==> src/dmps_consts.svh <==
`ifndef DMPS_CONSTS_SVH
`define DMPS_CONSTS_SVH

`define DMPS_CLK_MHZ        100
`define DMPS_MCLK_TO_NS     1000
`define DMPS_MCLK_TO_CYC    ((`DMPS_MCLK_TO_NS * `DMPS_CLK_MHZ + 999) / 1000)
`define DMPS_BCLK_TO_NS     10000
`define DMPS_BCLK_TO_CYC    ((`DMPS_BCLK_TO_NS * `DMPS_CLK_MHZ + 999) / 1000)
`define DMPS_RAMP_SAMPLES   800
`define DMPS_RATIO_TOL      11'h020
`define DMPS_NARROW_LIMIT   11'h0e0
`define DMPS_GROUP_DELAY    4'ha
`define DMPS_WIDE_PASS      10'h1c6
`define DMPS_WIDE_STOP      10'h222
`define DMPS_NARROW_PASS    10'h0f7
`define DMPS_NARROW_STOP    10'h2f1
`define DMPS_RATIO_WIDE     11'h100
`define DMPS_RATIO_NARROW   11'h080
`define DMPS_RATE_HOLD      11'h402
`define DMPS_QUIET_FRAMES   11'h328

`endif

==> src/dmps_pkg.sv <==
package dmps_pkg;
   typedef enum logic [1:0] {
      DMPS_OFF     = 2'h0,
      DMPS_STANDBY = 2'h1,
      DMPS_ENABLED = 2'h3,
      DMPS_MUTING  = 2'h2
   } dmps_pwr_t;

   typedef logic [10:0] dmps_ratio_t;
   typedef logic [9:0]  dmps_gain_t;
   typedef logic [9:0]  dmps_edge_t;
endpackage

==> src/dmps_if.sv <==
`timescale 1ns/1ps
interface dmps_if;
   logic mclk;
   logic bclk;
   logic lrclk;
   logic mute_n;

   modport device (input mclk, input bclk, input lrclk, input mute_n);
   modport host (output mclk, output bclk, output lrclk, output mute_n);
endinterface

==> src/dmps_device.sv <==
`timescale 1ns/1ps
`include "dmps_consts.svh"
module dmps_device #(
   parameter int RAMP_LEN = `DMPS_RAMP_SAMPLES
) (
   input  wire logic          core_clk_i,
   input  wire logic          reset_n_i,
   input  wire logic          clk_en_i,
   dmps_if.device             pins,
   output dmps_pkg::dmps_pwr_t   state_o,
   output logic               charge_pump_on_o,
   output logic               out_path_on_o,
   output dmps_pkg::dmps_gain_t  gain_o,
   output dmps_pkg::dmps_ratio_t ratio_o,
   output logic               ratio_lock_o,
   output logic               narrow_mode_o,
   output dmps_pkg::dmps_edge_t  pass_edge_o,
   output dmps_pkg::dmps_edge_t  stop_edge_o,
   output logic               filter_ready_o
);
   import dmps_pkg::*;

   localparam logic [7:0]  MCLK_TO = 8'(`DMPS_MCLK_TO_CYC);
   localparam logic [11:0] BCLK_TO = 12'(`DMPS_BCLK_TO_CYC);
   localparam dmps_gain_t  FULL    = 10'(RAMP_LEN);

   typedef struct packed {
      dmps_pwr_t   st;
      logic [2:0]  mclk_s;
      logic [2:0]  bclk_s;
      logic [2:0]  lrclk_s;
      logic [1:0]  mute_s;
      logic [7:0]  mclk_to;
      logic [11:0] bclk_to;
      logic        mclk_act;
      logic        bclk_act;
      dmps_ratio_t edge_cnt;
      dmps_ratio_t ratio;
      logic        lock;
      logic        narrow;
      dmps_edge_t  pass_edge;
      dmps_edge_t  stop_edge;
      dmps_gain_t  gain;
      logic [3:0]  lat_cnt;
      logic        ready;
      logic        pump;
      logic        path;
   } dmps_dev_st_t;

   dmps_dev_st_t q;
   dmps_dev_st_t d;
   logic         mclk_edge;
   logic         mclk_rise;
   logic         bclk_edge;
   logic         frame;
   logic         play;
   dmps_ratio_t  diff;

   generate
      if (RAMP_LEN < 1 || RAMP_LEN > 1023) begin : g_bad
         $error("RAMP_LEN out of range");
      end
   endgenerate

   always_comb begin
      d = q;
      // Bit 0 of each chain feeds only bit 1; bit 2 of the three clock chains is the edge history, mute has no bit 2
      d.mclk_s  = {q.mclk_s[1:0], pins.mclk};
      d.bclk_s  = {q.bclk_s[1:0], pins.bclk};
      d.lrclk_s = {q.lrclk_s[1:0], pins.lrclk};
      d.mute_s  = {q.mute_s[0], pins.mute_n};
      mclk_edge = q.mclk_s[1] ^ q.mclk_s[2];
      mclk_rise = q.mclk_s[1] & ~q.mclk_s[2];
      bclk_edge = q.bclk_s[1] ^ q.bclk_s[2];
      frame     = q.lrclk_s[1] & ~q.lrclk_s[2] & q.bclk_act;
      // One decoded level serves both channels
      play      = q.mute_s[1];

      // Timeouts run on the core clock, so a dead mclk is still seen
      if (mclk_edge) begin
         d.mclk_to  = 8'h00;
         d.mclk_act = 1'b1;
      end else if (q.mclk_to == MCLK_TO - 8'h01) begin
         d.mclk_act = 1'b0;
      end else begin
         d.mclk_to = q.mclk_to + 8'h01;
      end
      if (bclk_edge) begin
         d.bclk_to  = 12'h000;
         d.bclk_act = 1'b1;
      end else if (q.bclk_to == BCLK_TO - 12'h001) begin
         d.bclk_act = 1'b0;
      end else begin
         d.bclk_to = q.bclk_to + 12'h001;
      end

      // Ratio: mclk rises per frame, stable twice within tolerance
      if (mclk_rise && q.edge_cnt != 11'h7ff) begin
         d.edge_cnt = q.edge_cnt + 11'h001;
      end
      diff = (q.edge_cnt > q.ratio) ? q.edge_cnt - q.ratio : q.ratio - q.edge_cnt;
      if (frame) begin
         d.edge_cnt  = {10'h000, mclk_rise};
         d.ratio     = q.edge_cnt;
         d.lock      = (diff <= `DMPS_RATIO_TOL);
         d.narrow    = (q.edge_cnt < `DMPS_NARROW_LIMIT);
         d.pass_edge = d.narrow ? `DMPS_NARROW_PASS : `DMPS_WIDE_PASS;
         d.stop_edge = d.narrow ? `DMPS_NARROW_STOP : `DMPS_WIDE_STOP;
      end

      // Power sequencer
      unique case (q.st)
         DMPS_OFF: begin
            d.gain = 10'h000;
            if (q.mclk_act && q.bclk_act) begin
               d.st = play ? DMPS_ENABLED : DMPS_STANDBY;
            end
         end
         DMPS_STANDBY: begin
            d.gain = 10'h000;
            // Bit clock loss alone keeps standby
            if (play && q.bclk_act) begin
               d.st = DMPS_ENABLED;
            end
         end
         DMPS_ENABLED: begin
            d.gain = FULL;
            if (!play || !q.bclk_act) begin
               d.st = DMPS_MUTING;
            end
         end
         DMPS_MUTING: begin
            if (!q.bclk_act) begin
               // No frames left to ramp against
               d.gain = 10'h000;
               d.st   = DMPS_STANDBY;
            end else if (play) begin
               d.gain = FULL;
               d.st   = DMPS_ENABLED;
            end else if (q.gain == 10'h000) begin
               d.st = DMPS_STANDBY;
            end else if (frame) begin
               d.gain = q.gain - 10'h001;
            end
         end
      endcase
      // Any entry to enabled lands at full scale at once, no ramp up
      if (d.st == DMPS_ENABLED) begin
         d.gain = FULL;
      end
      if (!q.mclk_act) begin
         d.st   = DMPS_OFF;
         d.gain = 10'h000;
      end

      // Filter settles a fixed number of samples after enable
      if (d.st != DMPS_ENABLED) begin
         d.lat_cnt = 4'h0;
         d.ready   = 1'b0;
      end else if (frame && q.lat_cnt != `DMPS_GROUP_DELAY) begin
         d.lat_cnt = q.lat_cnt + 4'h1;
      end
      if (d.lat_cnt == `DMPS_GROUP_DELAY) begin
         d.ready = 1'b1;
      end
      d.pump = (d.st != DMPS_OFF);
      d.path = (d.st == DMPS_ENABLED) || (d.st == DMPS_MUTING);
   end

   always_ff @(posedge core_clk_i or negedge reset_n_i) begin
      if (!reset_n_i) begin
         q <= '0;
      end else if (clk_en_i) begin
         q <= d;
      end
   end

   assign state_o          = q.st;
   assign charge_pump_on_o = q.pump;
   assign out_path_on_o    = q.path;
   assign gain_o           = q.gain;
   assign ratio_o          = q.ratio;
   assign ratio_lock_o     = q.lock;
   assign narrow_mode_o    = q.narrow;
   assign pass_edge_o      = q.pass_edge;
   assign stop_edge_o      = q.stop_edge;
   assign filter_ready_o   = q.ready;
endmodule // dmps_device

==> src/flat_wrapper.sv <==
// flat-port wrapper written by rule: the top's interface ports become plain ports
module dmps_device_flat import dmps_pkg::*;
#(
   parameter int RAMP_LEN = `DMPS_RAMP_SAMPLES
)
  (core_clk_i, reset_n_i, clk_en_i, state_o, charge_pump_on_o, out_path_on_o, gain_o, ratio_o, ratio_lock_o, narrow_mode_o, pass_edge_o, stop_edge_o, filter_ready_o, pins_mclk, pins_bclk, pins_lrclk, pins_mute_n);
  dmps_if pins_i ();
  input  wire logic core_clk_i;
  input  wire logic reset_n_i;
  input  wire logic clk_en_i;
  output dmps_pkg::dmps_pwr_t state_o;
  output logic charge_pump_on_o;
  output logic out_path_on_o;
  output dmps_pkg::dmps_gain_t gain_o;
  output dmps_pkg::dmps_ratio_t ratio_o;
  output logic ratio_lock_o;
  output logic narrow_mode_o;
  output dmps_pkg::dmps_edge_t pass_edge_o;
  output dmps_pkg::dmps_edge_t stop_edge_o;
  output logic filter_ready_o;
  input wire logic [$bits(pins_i.mclk)-1:0] pins_mclk;
  input wire logic [$bits(pins_i.bclk)-1:0] pins_bclk;
  input wire logic [$bits(pins_i.lrclk)-1:0] pins_lrclk;
  input wire logic [$bits(pins_i.mute_n)-1:0] pins_mute_n;
  assign pins_i.mclk = pins_mclk;
  assign pins_i.bclk = pins_bclk;
  assign pins_i.lrclk = pins_lrclk;
  assign pins_i.mute_n = pins_mute_n;
  dmps_device #(.RAMP_LEN(RAMP_LEN)) u_core (.core_clk_i(core_clk_i), .reset_n_i(reset_n_i), .clk_en_i(clk_en_i), .pins(pins_i), .state_o(state_o), .charge_pump_on_o(charge_pump_on_o), .out_path_on_o(out_path_on_o), .gain_o(gain_o), .ratio_o(ratio_o), .ratio_lock_o(ratio_lock_o), .narrow_mode_o(narrow_mode_o), .pass_edge_o(pass_edge_o), .stop_edge_o(stop_edge_o), .filter_ready_o(filter_ready_o));
endmodule
==> config.mk <==
export PLATFORM = sky130hd
export DESIGN_NAME = dmps_device_flat
export DESIGN_NICKNAME = d
export VERILOG_FILES = /design/src/dmps_pkg.sv /design/src/dmps_if.sv /design/src/dmps_device.sv /design/src/flat_wrapper.sv
export VERILOG_INCLUDE_DIRS = /design/src
export SDC_FILE = /design/constraint.sdc
export NUM_CORES = 1
export LEC_CHECK = 0
export BUFFER_PORTS_ARGS = -buffer_cell sky130_fd_sc_hd__buf_2
export CORE_ASPECT_RATIO = 0.9
export CORE_MARGIN = 2
export CORE_UTILIZATION = 64
export CTS_CLUSTER_SIZE = 12
export DETAILED_ROUTE_END_ITERATION = 8
export PLACE_DENSITY_LB_ADDON = 0.2
export REMOVE_ABC_BUFFERS = 1
export SETUP_SLACK_MARGIN = 0.2
export SLEW_MARGIN = 0
export SYNTH_ARGS = -nofsm -noshare
export SYNTH_HDL_FRONTEND = slang
export SYNTH_SLANG_ARGS = --single-unit
==> constraint.sdc <==
create_clock -name core_clk_i -period 7 [get_ports core_clk_i]
set_clock_uncertainty 0.1 [all_clocks]
set_input_delay 0.7 -clock core_clk_i [delete_from_list [all_inputs] [get_ports core_clk_i]]
set_output_delay 0.7 -clock core_clk_i [all_outputs]
set_load 0.01 [all_outputs]
# Yosys cells after proc, flatten, opt, wreduce, memory -nomap -nowiden
# Cells that the tools add are included.
dict set report op_classes {
  add_sub_neg 7
  order_cmp 3
  n_eq_ne 16
  muxes 33
  n_bitwise 7
  n_reduce_logical 24
}
# operator n
set op_table {}
lappend op_table {{$mux W10} 6}
lappend op_table {{$mux W44} 1}
lappend op_table {{$pmux W10 S3} 1}
lappend op_table {{$mux W12} 2}
lappend op_table {{$mux W8} 3}
lappend op_table {{$mux W11} 2}
lappend op_table {{$sub A11 B11 Y11} 2}
lappend op_table {{$mux W2} 8}
lappend op_table {{$reduce_and A2 Y1} 7}
lappend op_table {{$add A12 B1 Y12 const B} 1}
lappend op_table {{$eq A12 B10 Y1 const B} 1}
lappend op_table {{$ne A6 B5 Y1 const B} 2}
lappend op_table {{$add A11 B1 Y11 const B} 1}
lappend op_table {{$gt A11 B11 Y1} 1}
lappend op_table {{$le A11 B6 Y1 const B} 1}
lappend op_table {{$lt A11 B8 Y1 const B} 1}
lappend op_table {{$ne A11 B11 Y1 const B} 1}
lappend op_table {{$eq A2 B2 Y1 const B} 5}
lappend op_table {{$logic_not A10 Y1} 1}
lappend op_table {{$reduce_bool A2 Y1} 5}
lappend op_table {{$sub A10 B1 Y10 const B} 1}
lappend op_table {{$mux W9} 1}
lappend op_table {{$add A8 B1 Y8 const B} 1}
lappend op_table {{$eq A8 B7 Y1 const B} 1}
lappend op_table {{18 further kinds} 34}
dict set report word_totals {
  regBits 96
  inputBits 7
  out_inout_bits 48
  elab_cells 110
}

# Longest topological paths before layout
# Gate-level depths: netlist of the first run.
dict set report depth {
  word_depth 11
  mapped_depth 13
}

# Worst setup path before layout of the first run
# No wires, ideal clock.
dict set report synth_path {
  kind {flip-flop to flip-flop}
  from {reg u_core.q, in the netlist u_core.ratio_o[7]}
  to {reg u_core.q, in the netlist u_core.ratio_lock_o}
  setup_time_ns 0.092
  t_arrival_ns 2.880
  t_required_ns 6.808
  path_slack_ns 3.928
  path_stages_with_launch 13
  cell_sequence {dfrtp_1 > inv_1 > ha_1 > nand4_4 > or4_1 > buf_2 > o21a_1 > buf_6 > mux2_4 > a31oi_4 > xnor2_1 > o41a_1 > o31ai_2}
}
dict set report synth_via {
  elab_chain_len 3
}
# element line_no
set synth_lines {}
lappend synth_lines {{start, declared} dmps_device.sv:50} ;# dmps_dev_st_t q;
lappend synth_lines {{start signal, assigned} dmps_device.sv:172} ;# q <= '0;
lappend synth_lines {{start signal, assigned} dmps_device.sv:174} ;# q <= d;
lappend synth_lines {{$sub A11 B11 Y11 or $gt A11 B11 Y1 (tied branches)} dmps_device.sv:101} ;# diff = (q.edge_cnt > q.ratio) ? q.edge_cnt - q.ratio : q.ratio - q.edge_cnt;
lappend synth_lines {{$mux W11 (*)} dmps_device.sv:101}
lappend synth_lines {{$le A11 B6 Y1 (no source line) (*)} n/a}
# Mark *: on every way between the ends. The rest lies on a longest branch, timed or not.
# A chain may end at the register's enable or synchronous reset.

# Worst setup path in the final report of the first run
dict set report layout_path {
  from {reg u_core.q, in the netlist u_core.ratio_o[3]}
  to {reg u_core.q, in the netlist u_core.ratio_lock_o}
}
# Same word-level chain as after synthesis.

==> results of run 1 <==
==> layout make-up <==
cell class,instances,area [um2]
well taps,96,120
clock buffers,11,131
multi-input cells,389,2550
repair buffers,50,255
flip-flops and latches,78,1950
fillers,588,2320
inverters,38,143
clock inverters,5,106
==> sequential cells by signal, summed over array words and instances, names as in the netlist <==
signal,flops
u_core.gain_o,10
u_core.stop_edge_o,1
u_core.state_o,2
u_core.play,1
u_core.charge_pump_on_o,1
u_core.pass_edge_o,2
u_core.out_path_on_o,1
u_core.ratio_lock_o,1
u_core.q,40
u_core.d,7
u_core.filter_ready_o,1
u_core.ratio_o,11
==> power groups by stage <==
stage	logic, mW	registers [mW]	clock network (mW)
detailed placement	1.15	0.625	0
global route	1.29	0.635	0.429
floorplan	0.845	0.639	0
global placement	1.15	0.621	0
CTS	1.16	0.618	0.411
finish	1.18	0.620	0.405
==> worst paths after layout <==
path / from / end / cells past startpoint
worst max-delay path: u_core.ratio_o[3]$_DFFE_PN0P_ / u_core.ratio_lock_o$_DFFE_PN0P_ / 11
worst min-delay path: reset_n_i / u_core.ratio_o[6]$_DFFE_PN0P_ / 1
worst max register to register: u_core.ratio_o[3]$_DFFE_PN0P_ / u_core.ratio_lock_o$_DFFE_PN0P_ / 11
worst min register to register: u_core.charge_pump_on_o$_DFFE_PN0P_ / u_core.charge_pump_on_o$_DFFE_PN0P_ / 2
max in group asynchronous: reset_n_i / u_core.q[87]$_DFFE_PN0P_ / 1
min in group core_clk_i: u_core.charge_pump_on_o$_DFFE_PN0P_ / u_core.charge_pump_on_o$_DFFE_PN0P_ / 2
==> cell usage in the layout (no fill, tap or decap), types with 4 or more instances in the layout <==
master,count
nor3_1,14
a21oi_1,22
inv_1,38
nand2_1,58
conb_1,5
ha_1,28
nor4_1,6
o21ai_0,31
mux2_2,11
xor2_1,18
o31ai_1,6
o21ai_1,8
a22o_1,7
a31oi_1,5
or2_2,5
dfrtp_1,78
o21a_1,4
buf_2,48
clkbuf_8,9
a21o_1,7
nand2b_1,10
nand3_1,15
nand4_1,7
xnor2_1,18
nor2b_1,4
nor2_1,48
or3_1,4
==> worst register-to-register path, delay by kind of cell, from the launching register on <==
family | cells | cell delay, ns
compound gates | 7 | 2.38
simple gates | 1 | 0.22
xor+xnor | 1 | 0.09
fa+ha+maj | 1 | 0.40
flops | 1 | 0.37
buf+inv | 1 | 0.06
==> logic make-up after synthesis <==
family,synth area share (%)
xor gates and xnor gates,6.29
other,0.0748
muxes,3.60
DFF,39.0
adders and majority gates,6.99
buffers and inverters,10.5
AOI/OAI and AO/OA,15.3
and+or+nand+nor,18.3
==> metal layers <==
layer | routed length, um | vias up | track usage, %
met5 | 0 | - | 0
li1 | - | 1897 | -
met2 | 4830 | 99 | 41.3
met4 | 111 | 0 | 6.82
met1 | 4760 | 1884 | 34.7
met3 | 553 | 13 | 5.27
==> impl_metrics.tcl, run 1 <==
set metrics [dict create \
    htree_levels 3 \
    synth_commonest_cells "dfrtp_1 (78), nand2_1 (58), nor2_1 (49), buf_4 (43), inv_1 (38)" \
    clk_latency_ns 0.34 \
    fin_crit_ns 3.70 \
    dp_hpwl_um 7410 \
    setup_viol_count_final 0 \
    final_area_mm2 0.00526 \
    seqPwrFrac_pct 28.2 \
    cts.path.max_buffers 2 \
    firstDrtPassIters 4 \
    grt_pass1_vias 3659 \
    n_antenna_cell 0 \
    rsz0062_at_grt "no" \
    antenna_found_initial 0 \
    drv_cap 0 \
    cts_tree "done" \
    yosysTopAreaCell "dfrtp_1" \
    die_w_um 97.3 \
    min_period_over_period_pct 52.9 \
    area_growth_pct 4.92 \
    grt_pass1_wl_um 17400 \
    fin_util_pct 69.3 \
    numPortBuffers 49 \
    clock.fmax_mhz 270 \
    p_leak_nw 2.46 \
    slew_viol_final 0 \
    finalHoldViolations 0 \
    max_stage_delay_ns 0.88 \
    cts_root_buffer "clkbuf_8" \
    overflow 0 \
    die_h_um 87.9 \
    ys.flop_type "dfrtp_1" \
    p_clk_share_pct 18.4 \
    synth_area_leaders "dfrtp_1 (39%), ha_1 (7.0%), buf_4 (6.4%)" \
    yosysTopAreaCellShare_pct 39.0 \
    min_path_type "in -> async" \
    power_density_mw_per_mm2 419 \
    worstPathRequired_ns 7.16 \
    core.rowCount 30 \
    relSlewSlack_pct 26.0 \
    outcome "complete, no violations" \
    comb_power_share_pct 53.5 \
    p_int_mw 1.27 \
    place.gp.congestion 0.935 \
    placed_cell_area_mm2 0.00502 \
    critPathArrivalTime_ns 3.86 \
    io_pins 55 \
    die-area_mm2 0.00855 \
    drc 0 \
    slowest_stage "o21ai_0" \
    worst_pin_slew_ns 1.10 \
    synth_cells 558 \
    swShare_pct 42.5 \
    synth-async-reset-ratio_pct 100 \
    dp.cells 651 \
    ant_nets 0 \
    fin_setup_tns_ns 0 \
    worst-path-buf-inv 1 \
    ys_seq_area_share_pct 39.0 \
    ir_drop_v 0.000227 \
    cp-end-kind "flip-flop" \
    clkTransAtPathRegs_ns 0.09 \
    crit_fanout 8 \
    cp_top_family "compound AO/OA/AOI/OAI gates" \
    core_mm2 0.00758 \
    cts-hold-fix-buffers 0 \
    layout.cells.non_filler 667 \
    fin_hold_ws_ns 0.386 \
    path_class "reg -> reg" \
    nNetsFinal 601 \
    yosys_warnings 0 \
    syn_avg_cell_area_um2 8.98 \
    syn_area_mm2 0.00501 \
    wl_per_cell_um 15.4 \
    vias_per_cell 5.84 \
    crit_chain "inv_1 -> ha_1 -> a21o_1 -> a21oi_1 -> a211oi_2 -> o21ai_0 -> nand2_1 -> a31oi_4 -> xnor2_1 -> o41a_1 -> o31ai_2" \
    synth_edf_count 0 \
    numCtsBuffers 9 \
    post_cts_buffers 0 \
    ys_ff_latch 78 \
    grt_usage_pct 25.1 \
    start_util_pct 66.1 \
    synth_cell_types 64 \
    cts_sinks 78 \
    grt_max_degree 79 \
    post_cts_resized 0 \
    p_sw_mw 0.935 \
    drt_iter0_drc 236 \
    r2r_slack_ns 3.30 \
    routed_wl_um 10300 \
    place_ws_ns 3.38 \
    cp-start-kind "flip-flop" \
    vias 3893 \
    synth_most_common_cell "dfrtp_1" \
    drive_above_1_share_pct 15.1 \
    finalPower_mw 2.20 \
    setup_ws_ns 3.30 \
]
Note: power is estimated with default switching activity, not from simulation.
==> run 2: changes to the inputs <==
--- a/config.mk
+++ b/config.mk
@@ -6,10 +6,11 @@
 export SDC_FILE = /design/constraint.sdc
 export NUM_CORES = 1
 export LEC_CHECK = 0
+export ABC_AREA = 1
 export BUFFER_PORTS_ARGS = -buffer_cell sky130_fd_sc_hd__buf_2
 export CORE_ASPECT_RATIO = 0.9
 export CORE_MARGIN = 2
-export CORE_UTILIZATION = 64
+export CORE_UTILIZATION = 60
 export CTS_CLUSTER_SIZE = 12
 export DETAILED_ROUTE_END_ITERATION = 8
 export PLACE_DENSITY_LB_ADDON = 0.2
==> constraint.sdc (replaced) <==
create_clock -name core_clk_i -period 3.83 [get_ports core_clk_i]
set_clock_uncertainty 0.1 [all_clocks]
set_input_delay 0.383 -clock core_clk_i [delete_from_list [all_inputs] [get_ports core_clk_i]]
set_output_delay 0.383 -clock core_clk_i [all_outputs]
set_load 0.01 [all_outputs]
==> run 2 against run 1 <==
Setup slack worse by 1.8 ns. Cell count is 37% higher. Hold slack worse by 0.30 ns. Highest routed layer unchanged.
==> impl_metrics.tcl, run 2 <==
set metrics [dict create \
    top_register "u_core.q" \
    fin_crit_ns 2.38 \
    cp-start-kind "flip-flop" \
    slowest_stage "dfrtp_1" \
    ir_drop_v 0.000429 \
    vias_per_cell 5.32 \
    synth_area_leaders "dfrtp_1 (35%), nand2_1 (15%), inv_1 (7.6%)" \
    power_density_mw_per_mm2 830 \
    wl_per_cell_um 13.2 \
    max_stage_delay_ns 0.50 \
    antenna_found_initial 0 \
    critPathArrivalTime_ns 2.53 \
    yosys_warnings 0 \
    die_h_um 94.9 \
    io_pins 55 \
    p_leak_nw 3.08 \
    relSlewSlack_pct 34.1 \
    die-area_mm2 0.00995 \
    cts-hold-fix-buffers 0 \
    ys.flop_type "dfrtp_1" \
    crit_chain "ha_1 -> inv_1 -> nor3_1 -> nand2_1 -> nor2_1 -> nand3_1 -> nand3_1 -> nand2_2 -> nand2_1 -> nor2_1 -> nand2_1 -> nand2_1 -> nand2_1 -> nor2_1" \
    cp_common_cell "nand2_1" \
    outcome "complete, no violations" \
    cp-end-kind "flip-flop" \
    yosysTopAreaCell "dfrtp_1" \
    cts_root_buffer "clkbuf_8" \
    drt_iter0_drc 328 \
    synth_most_common_cell "nand2_1" \
    place_ws_ns 1.35 \
    drive_above_1_share_pct 11.6 \
    ys_seq_area_share_pct 35.5 \
    min_path_type "in -> async" \
    grt_pass1_wl_um 20300 \
    path_class "reg -> reg" \
    cts_tree "done" \
    worst-path-buf-inv 1 \
    clock.fmax_mhz 421 \
    synth_edf_count 0 \
    cts_sinks 78 \
    place.gp.congestion 0.924 \
    worst_pin_slew_ns 0.989 \
    drv_cap 0 \
    ys_ff_latch 78 \
    fin_setup_tns_ns 0 \
    overflow 0 \
    r2r-start "u_core.q[50]$_DFFE_PN0P_" \
    min_period_over_period_pct 62.1 \
    area_growth_pct 4.25 \
    dp_hpwl_um 9200 \
    crit_start "u_core.q[50]$_DFFE_PN0P_" \
    drc 0 \
    post_cts_resized 0 \
    ant_nets 0 \
    slew_viol_final 0 \
    synth-async-reset-ratio_pct 100 \
    finalHoldViolations 0 \
    n_antenna_cell 0 \
    numCtsBuffers 9 \
    start_util_pct 61.1 \
    clkTransAtPathRegs_ns 0.08 \
    cp_top_family "simple AND/OR/NAND/NOR gates" \
    clk_latency_ns 0.35 \
    syn_avg_cell_area_um2 7.08 \
    crit_fanout 14 \
    grt_max_degree 79 \
    synth_cells 777 \
    htree_levels 3 \
    yosysTopAreaCellShare_pct 35.5 \
    mostFrequentLayoutCells "nand2_1 (216), inv_1 (112), dfrtp_1 (78), nor2_1 (55)" \
    largest_register_ffs 40 \
    routed_wl_um 12000 \
    nNetsFinal 822 \
    numPortBuffers 49 \
    grt_pass1_vias 4530 \
    die_w_um 105 \
    post_cts_buffers 0 \
    firstDrtPassIters 5 \
    setup_viol_count_final 0 \
    vias 4863 \
    syn_area_mm2 0.00550 \
    synth_commonest_cells "nand2_1 (216), inv_1 (112), dfrtp_1 (78), nor2_1 (55)" \
    layout_commonest_cell "nand2_1" \
    cts.path.max_buffers 2 \
    core.rowCount 33 \
    setup_ws_ns 1.45 \
    finalPower_mw 4.76 \
    rsz0062_at_grt "no" \
    grt_usage_pct 25.3 \
    core_mm2 0.00900 \
    worstPathRequired_ns 3.98 \
    synth_cell_types 45 \
]
## run 2: cell count changes after synthesis, sizes merged, moves of 7 or more
cell	before	now
a22o	7	0
clkbuf	11	4
o21ai	39	56
nand3	15	52
inv	38	119
xnor2	18	2
nor2	49	60
nand2	58	223
mux2	13	0
nand2b	10	0
## run 2: final timing paths
kind,end,slack (ns),cells after the start
worst max-delay path,u_core.q[55]$_DFFE_PN0P_,1.45,14
worst min-delay path,u_core.ratio_lock_o$_DFFE_PN0P_,0.09,1
worst max register to register,u_core.q[55]$_DFFE_PN0P_,1.45,14
worst min register to register,u_core.q[82]$_DFFE_PN0P_,0.37,1
max in group asynchronous,u_core.q[77]$_DFFE_PN0P_,2.91,1
min in group core_clk_i,u_core.d[92]$_DFFE_PN0P_,0.14,3
## run 2: through the flow
stage / cells / area [um2] / hold WS, ns / utilization, %
floorplan: 725 / 5120 / -0.0126 / -
global placement: 898 / 5540 / 0.354 / 61.6
detailed placement: 898 / 5540 / 0.359 / 61.6
CTS: 914 / 5740 / 0.126 / 63.7
global route: 914 / 5740 / 0.123 / 63.7
finish: 914 / 5740 / 0.0866 / 63.7
## run 2: cell families after synthesis
logic type | count (synthesis) | share of synthesized area [%]
xor gates and xnor gates | 16 | 2.55
and+or+nand+nor | 377 | 30.0
AOI/OAI and AO/OA | 102 | 10.2
DFF | 78 | 35.5
adders and majority gates | 28 | 6.37
other | 1 | 0.0681
buffers and inverters | 175 | 15.3
## run 2: metal layers
metal | share of wire (%) | vias to the layer above | track usage, %
li1 | - | 2442 | -
met1 | 46 | 2238 | 33.5
met2 | 47 | 155 | 42.3
met3 | 5.0 | 28 | 5.45
met4 | 1.8 | 0 | 7.22
met5 | 0 | - | 0
## run 2: report_power, final
part | internal [mW] | leakage, nW | switching (mW)
Clock | 0.306 | 0.0973 | 0.316
Combinational | 1.01 | 1.97 | 1.93
Sequential | 1.01 | 1.01 | 0.195
Total | 2.32 | 3.08 | 2.44
## run 2: area by class of cell
cell class              count  area, um2
flip-flops and latches     78       1950
clock buffers              10        128
clock inverters             6       68.8
well taps                 122        153
repair buffers             51        263
multi-input cells         528       2720
fillers                   829       3260
inverters                 119        449
==> run 3: changes to the inputs <==
--- a/config.mk
+++ b/config.mk
@@ -10,7 +10,7 @@
 export BUFFER_PORTS_ARGS = -buffer_cell sky130_fd_sc_hd__buf_2
 export CORE_ASPECT_RATIO = 0.9
 export CORE_MARGIN = 2
-export CORE_UTILIZATION = 60
+export CORE_UTILIZATION = 54
 export CTS_CLUSTER_SIZE = 12
 export DETAILED_ROUTE_END_ITERATION = 8
 export PLACE_DENSITY_LB_ADDON = 0.2
==> constraint.sdc (replaced) <==
create_clock -name core_clk_i -period 2.1 [get_ports core_clk_i]
set_clock_uncertainty 0.1 [all_clocks]
set_input_delay 0.21 -clock core_clk_i [delete_from_list [all_inputs] [get_ports core_clk_i]]
set_output_delay 0.21 -clock core_clk_i [all_outputs]
set_load 0.01 [all_outputs]
==> run 3 against run 2 <==
The run now ends with negative setup slack left. Sequential share of layout area shrank 7.4 points. Critical path type unchanged. Final area rose by 28%. Die area up 11%. Global-route usage rose by 1.6 points. Highest routed layer unchanged. Sequential cell count did not move. Largest cell class unchanged.
==> impl_metrics.tcl, run 3 (same netlist as run 2, synthesis figures left out) <==
set metrics [dict create \
    outcome "finished with violations" \
    violations "negative setup slack" \
    crit_end "u_core.ratio_lock_o$_DFFE_PN0P_" \
    slew_viol_final 0 \
    cts.path.max_buffers 2 \
    grt_busiest_layer "met2" \
    drive_above_1_share_pct 36.2 \
    dp.cells 955 \
    numCtsBuffers 9 \
    routed_wl_um 15400 \
    die_w_um 110 \
    crit_fanout 5 \
    max_stage_delay_ns 0.41 \
    vias_per_cell 5.45 \
    ant_nets 0 \
    fin_setup_tns_ns -0.0760 \
    area_growth_pct 33.7 \
    rsz0062_at_grt "yes" \
    setup_ws_ns -0.0760 \
    clk_latency_ns 0.34 \
    grt_usage_pct 26.9 \
    clkTransAtPathRegs_ns 0.06 \
    cp-start-kind "flip-flop" \
    numPortBuffers 49 \
    clock.fmax_mhz 460 \
    io_pins 55 \
    fin_crit_ns 2.18 \
    wl_per_cell_um 15.1 \
    vias 5544 \
    ir_drop_v 0.00116 \
    cts_sinks 78 \
    nNetsFinal 922 \
    finalHoldViolations 0 \
    cts_tree "done" \
    worstPathRequired_ns 2.28 \
    timing.rr.end "u_core.ratio_lock_o$_DFFE_PN0P_" \
    top_register "u_core.q" \
    r2r-start "u_core.q[56]$_DFFE_PN0P_" \
    firstDrtPassIters 6 \
    crit_chain "ha_4 -> nand2_2 -> nor2_4 -> nand4_4 -> buf_4 -> nand3_1 -> nand2_1 -> nand3b_1 -> o21bai_1 -> nand2_1 -> nand2_1" \
    drt_iter0_drc 555 \
    layout.cells.non_filler 1018 \
    grt_pass1_vias 5256 \
    n_antenna_cell 0 \
    min_period_over_period_pct 104 \
    largest_register_ffs 40 \
    place_ws_ns -0.174 \
    crit_start "u_core.q[56]$_DFFE_PN0P_" \
    htree_levels 3 \
    cp_common_cell "nand2_1" \
    worst_pin_slew_ns 0.543 \
    relSlewSlack_pct 63.5 \
    dp_hpwl_um 9990 \
    use_met3_pct 4.94 \
    power_density_mw_per_mm2 1630 \
    die-area_mm2 0.0110 \
    reg2regPathDepth 11 \
    core_mm2 0.00978 \
    r2r_slack_ns -0.08 \
    antenna_found_initial 0 \
    die_h_um 99.8 \
    grt_max_degree 48 \
    grt_pass1_wl_um 24400 \
    critPathArrivalTime_ns 2.36 \
    path_class "reg -> reg" \
    overflow 0 \
    cp-end-kind "flip-flop" \
    drv_cap 0 \
    setup_viol_count_final 1 \
    cts_root_buffer "clkbuf_16" \
    core.rowCount 34 \
    start_util_pct 56.2 \
    slowest_stage "dfrtp_1" \
    place.gp.congestion 0.919 \
    drc 0 \
    mostFrequentLayoutCells "nand2_1 (179), inv_1 (88), buf_4 (87), dfrtp_1 (74), buf_2 (48)" \
    met2_usage_pct 46.2 \
    use_met1_pct 34.5 \
    p_leak_nw 3.74 \
    min_path_type "in -> reg" \
    layout_commonest_cell "nand2_1" \
]
-- run 3: worst max-delay path, delay by kind of cell, from the launching register on --
kind / cells / cell delay, ns
buf+inv: 1 / 0.19
compound gates: 1 / 0.19
flops: 1 / 0.41
simple gates: 8 / 0.88
fa+ha+maj: 1 / 0.35
-- run 3: per-layer routing --
metal  vias to the layer above  part of all wire, %
met5                         -                    0
met4                         0                  2.5
met3                        42                  5.6
met2                       203                   49
met1                      2661                   43
li1                       2638                    -
-- run 3: worst min-delay path by stage --
stage / start / end / cells after the start / slack (ns)
after floorplan: reset_n_i / u_core.charge_pump_on_o$_DFFE_PN0P_ / 0 / -0.19
after global placement: reset_n_i / u_core.q[78]$_DFFE_PN0P_ / 1 / 0.08
after detailed placement: reset_n_i / u_core.q[79]$_DFFE_PN0P_ / 1 / 0.09
after CTS: clk_en_i / u_core.d[84]$_DFFE_PN0P_ / 4 / 0.17
after global routing: clk_en_i / u_core.d[84]$_DFFE_PN0P_ / 4 / 0.21
final: clk_en_i / u_core.d[84]$_DFFE_PN0P_ / 4 / 0.17
-- run 3: cell type report --
cell class / instances / area [um2]
multi-input cells: 529 / 3380
fillers: 698 / 2430
flip-flops and latches: 78 / 1960
repair buffers: 149 / 1060
inverters: 119 / 472
clock buffers: 13 / 250
well taps: 126 / 158
clock inverters: 3 / 67.6
repair inverters: 1 / 7.51
-- run 3: through the flow --
stage | instance area (um2) | hold slack, ns | utilization (%) | power, mW
after global routing | 7350 | 0.210 | 75.2 | 12.9
after CTS | 6870 | 0.170 | 70.2 | 10.7
final | 7350 | 0.172 | 75.2 | 12.0
after detailed placement | 5960 | 0.0918 | 60.9 | 8.09
after floorplan | 5120 | -0.186 | - | 6.12
after global placement | 5960 | 0.0840 | 60.9 | 7.96
-- run 3: where the power goes --
part	internal (mW)	total [mW]	switching (mW)
clock network	1.08	1.71	0.630
logic	3.38	8.11	4.72
registers	1.85	2.18	0.335
-- run 3: what timing repair did --
item                       CTS  global route
setup buffers               17            23
gates cloned                 1             1
hold buffers                 5             0
hold endpoints to repair    35             0
pin swaps                   40            47
gates resized for setup    109            89
setup endpoints to repair   30            37
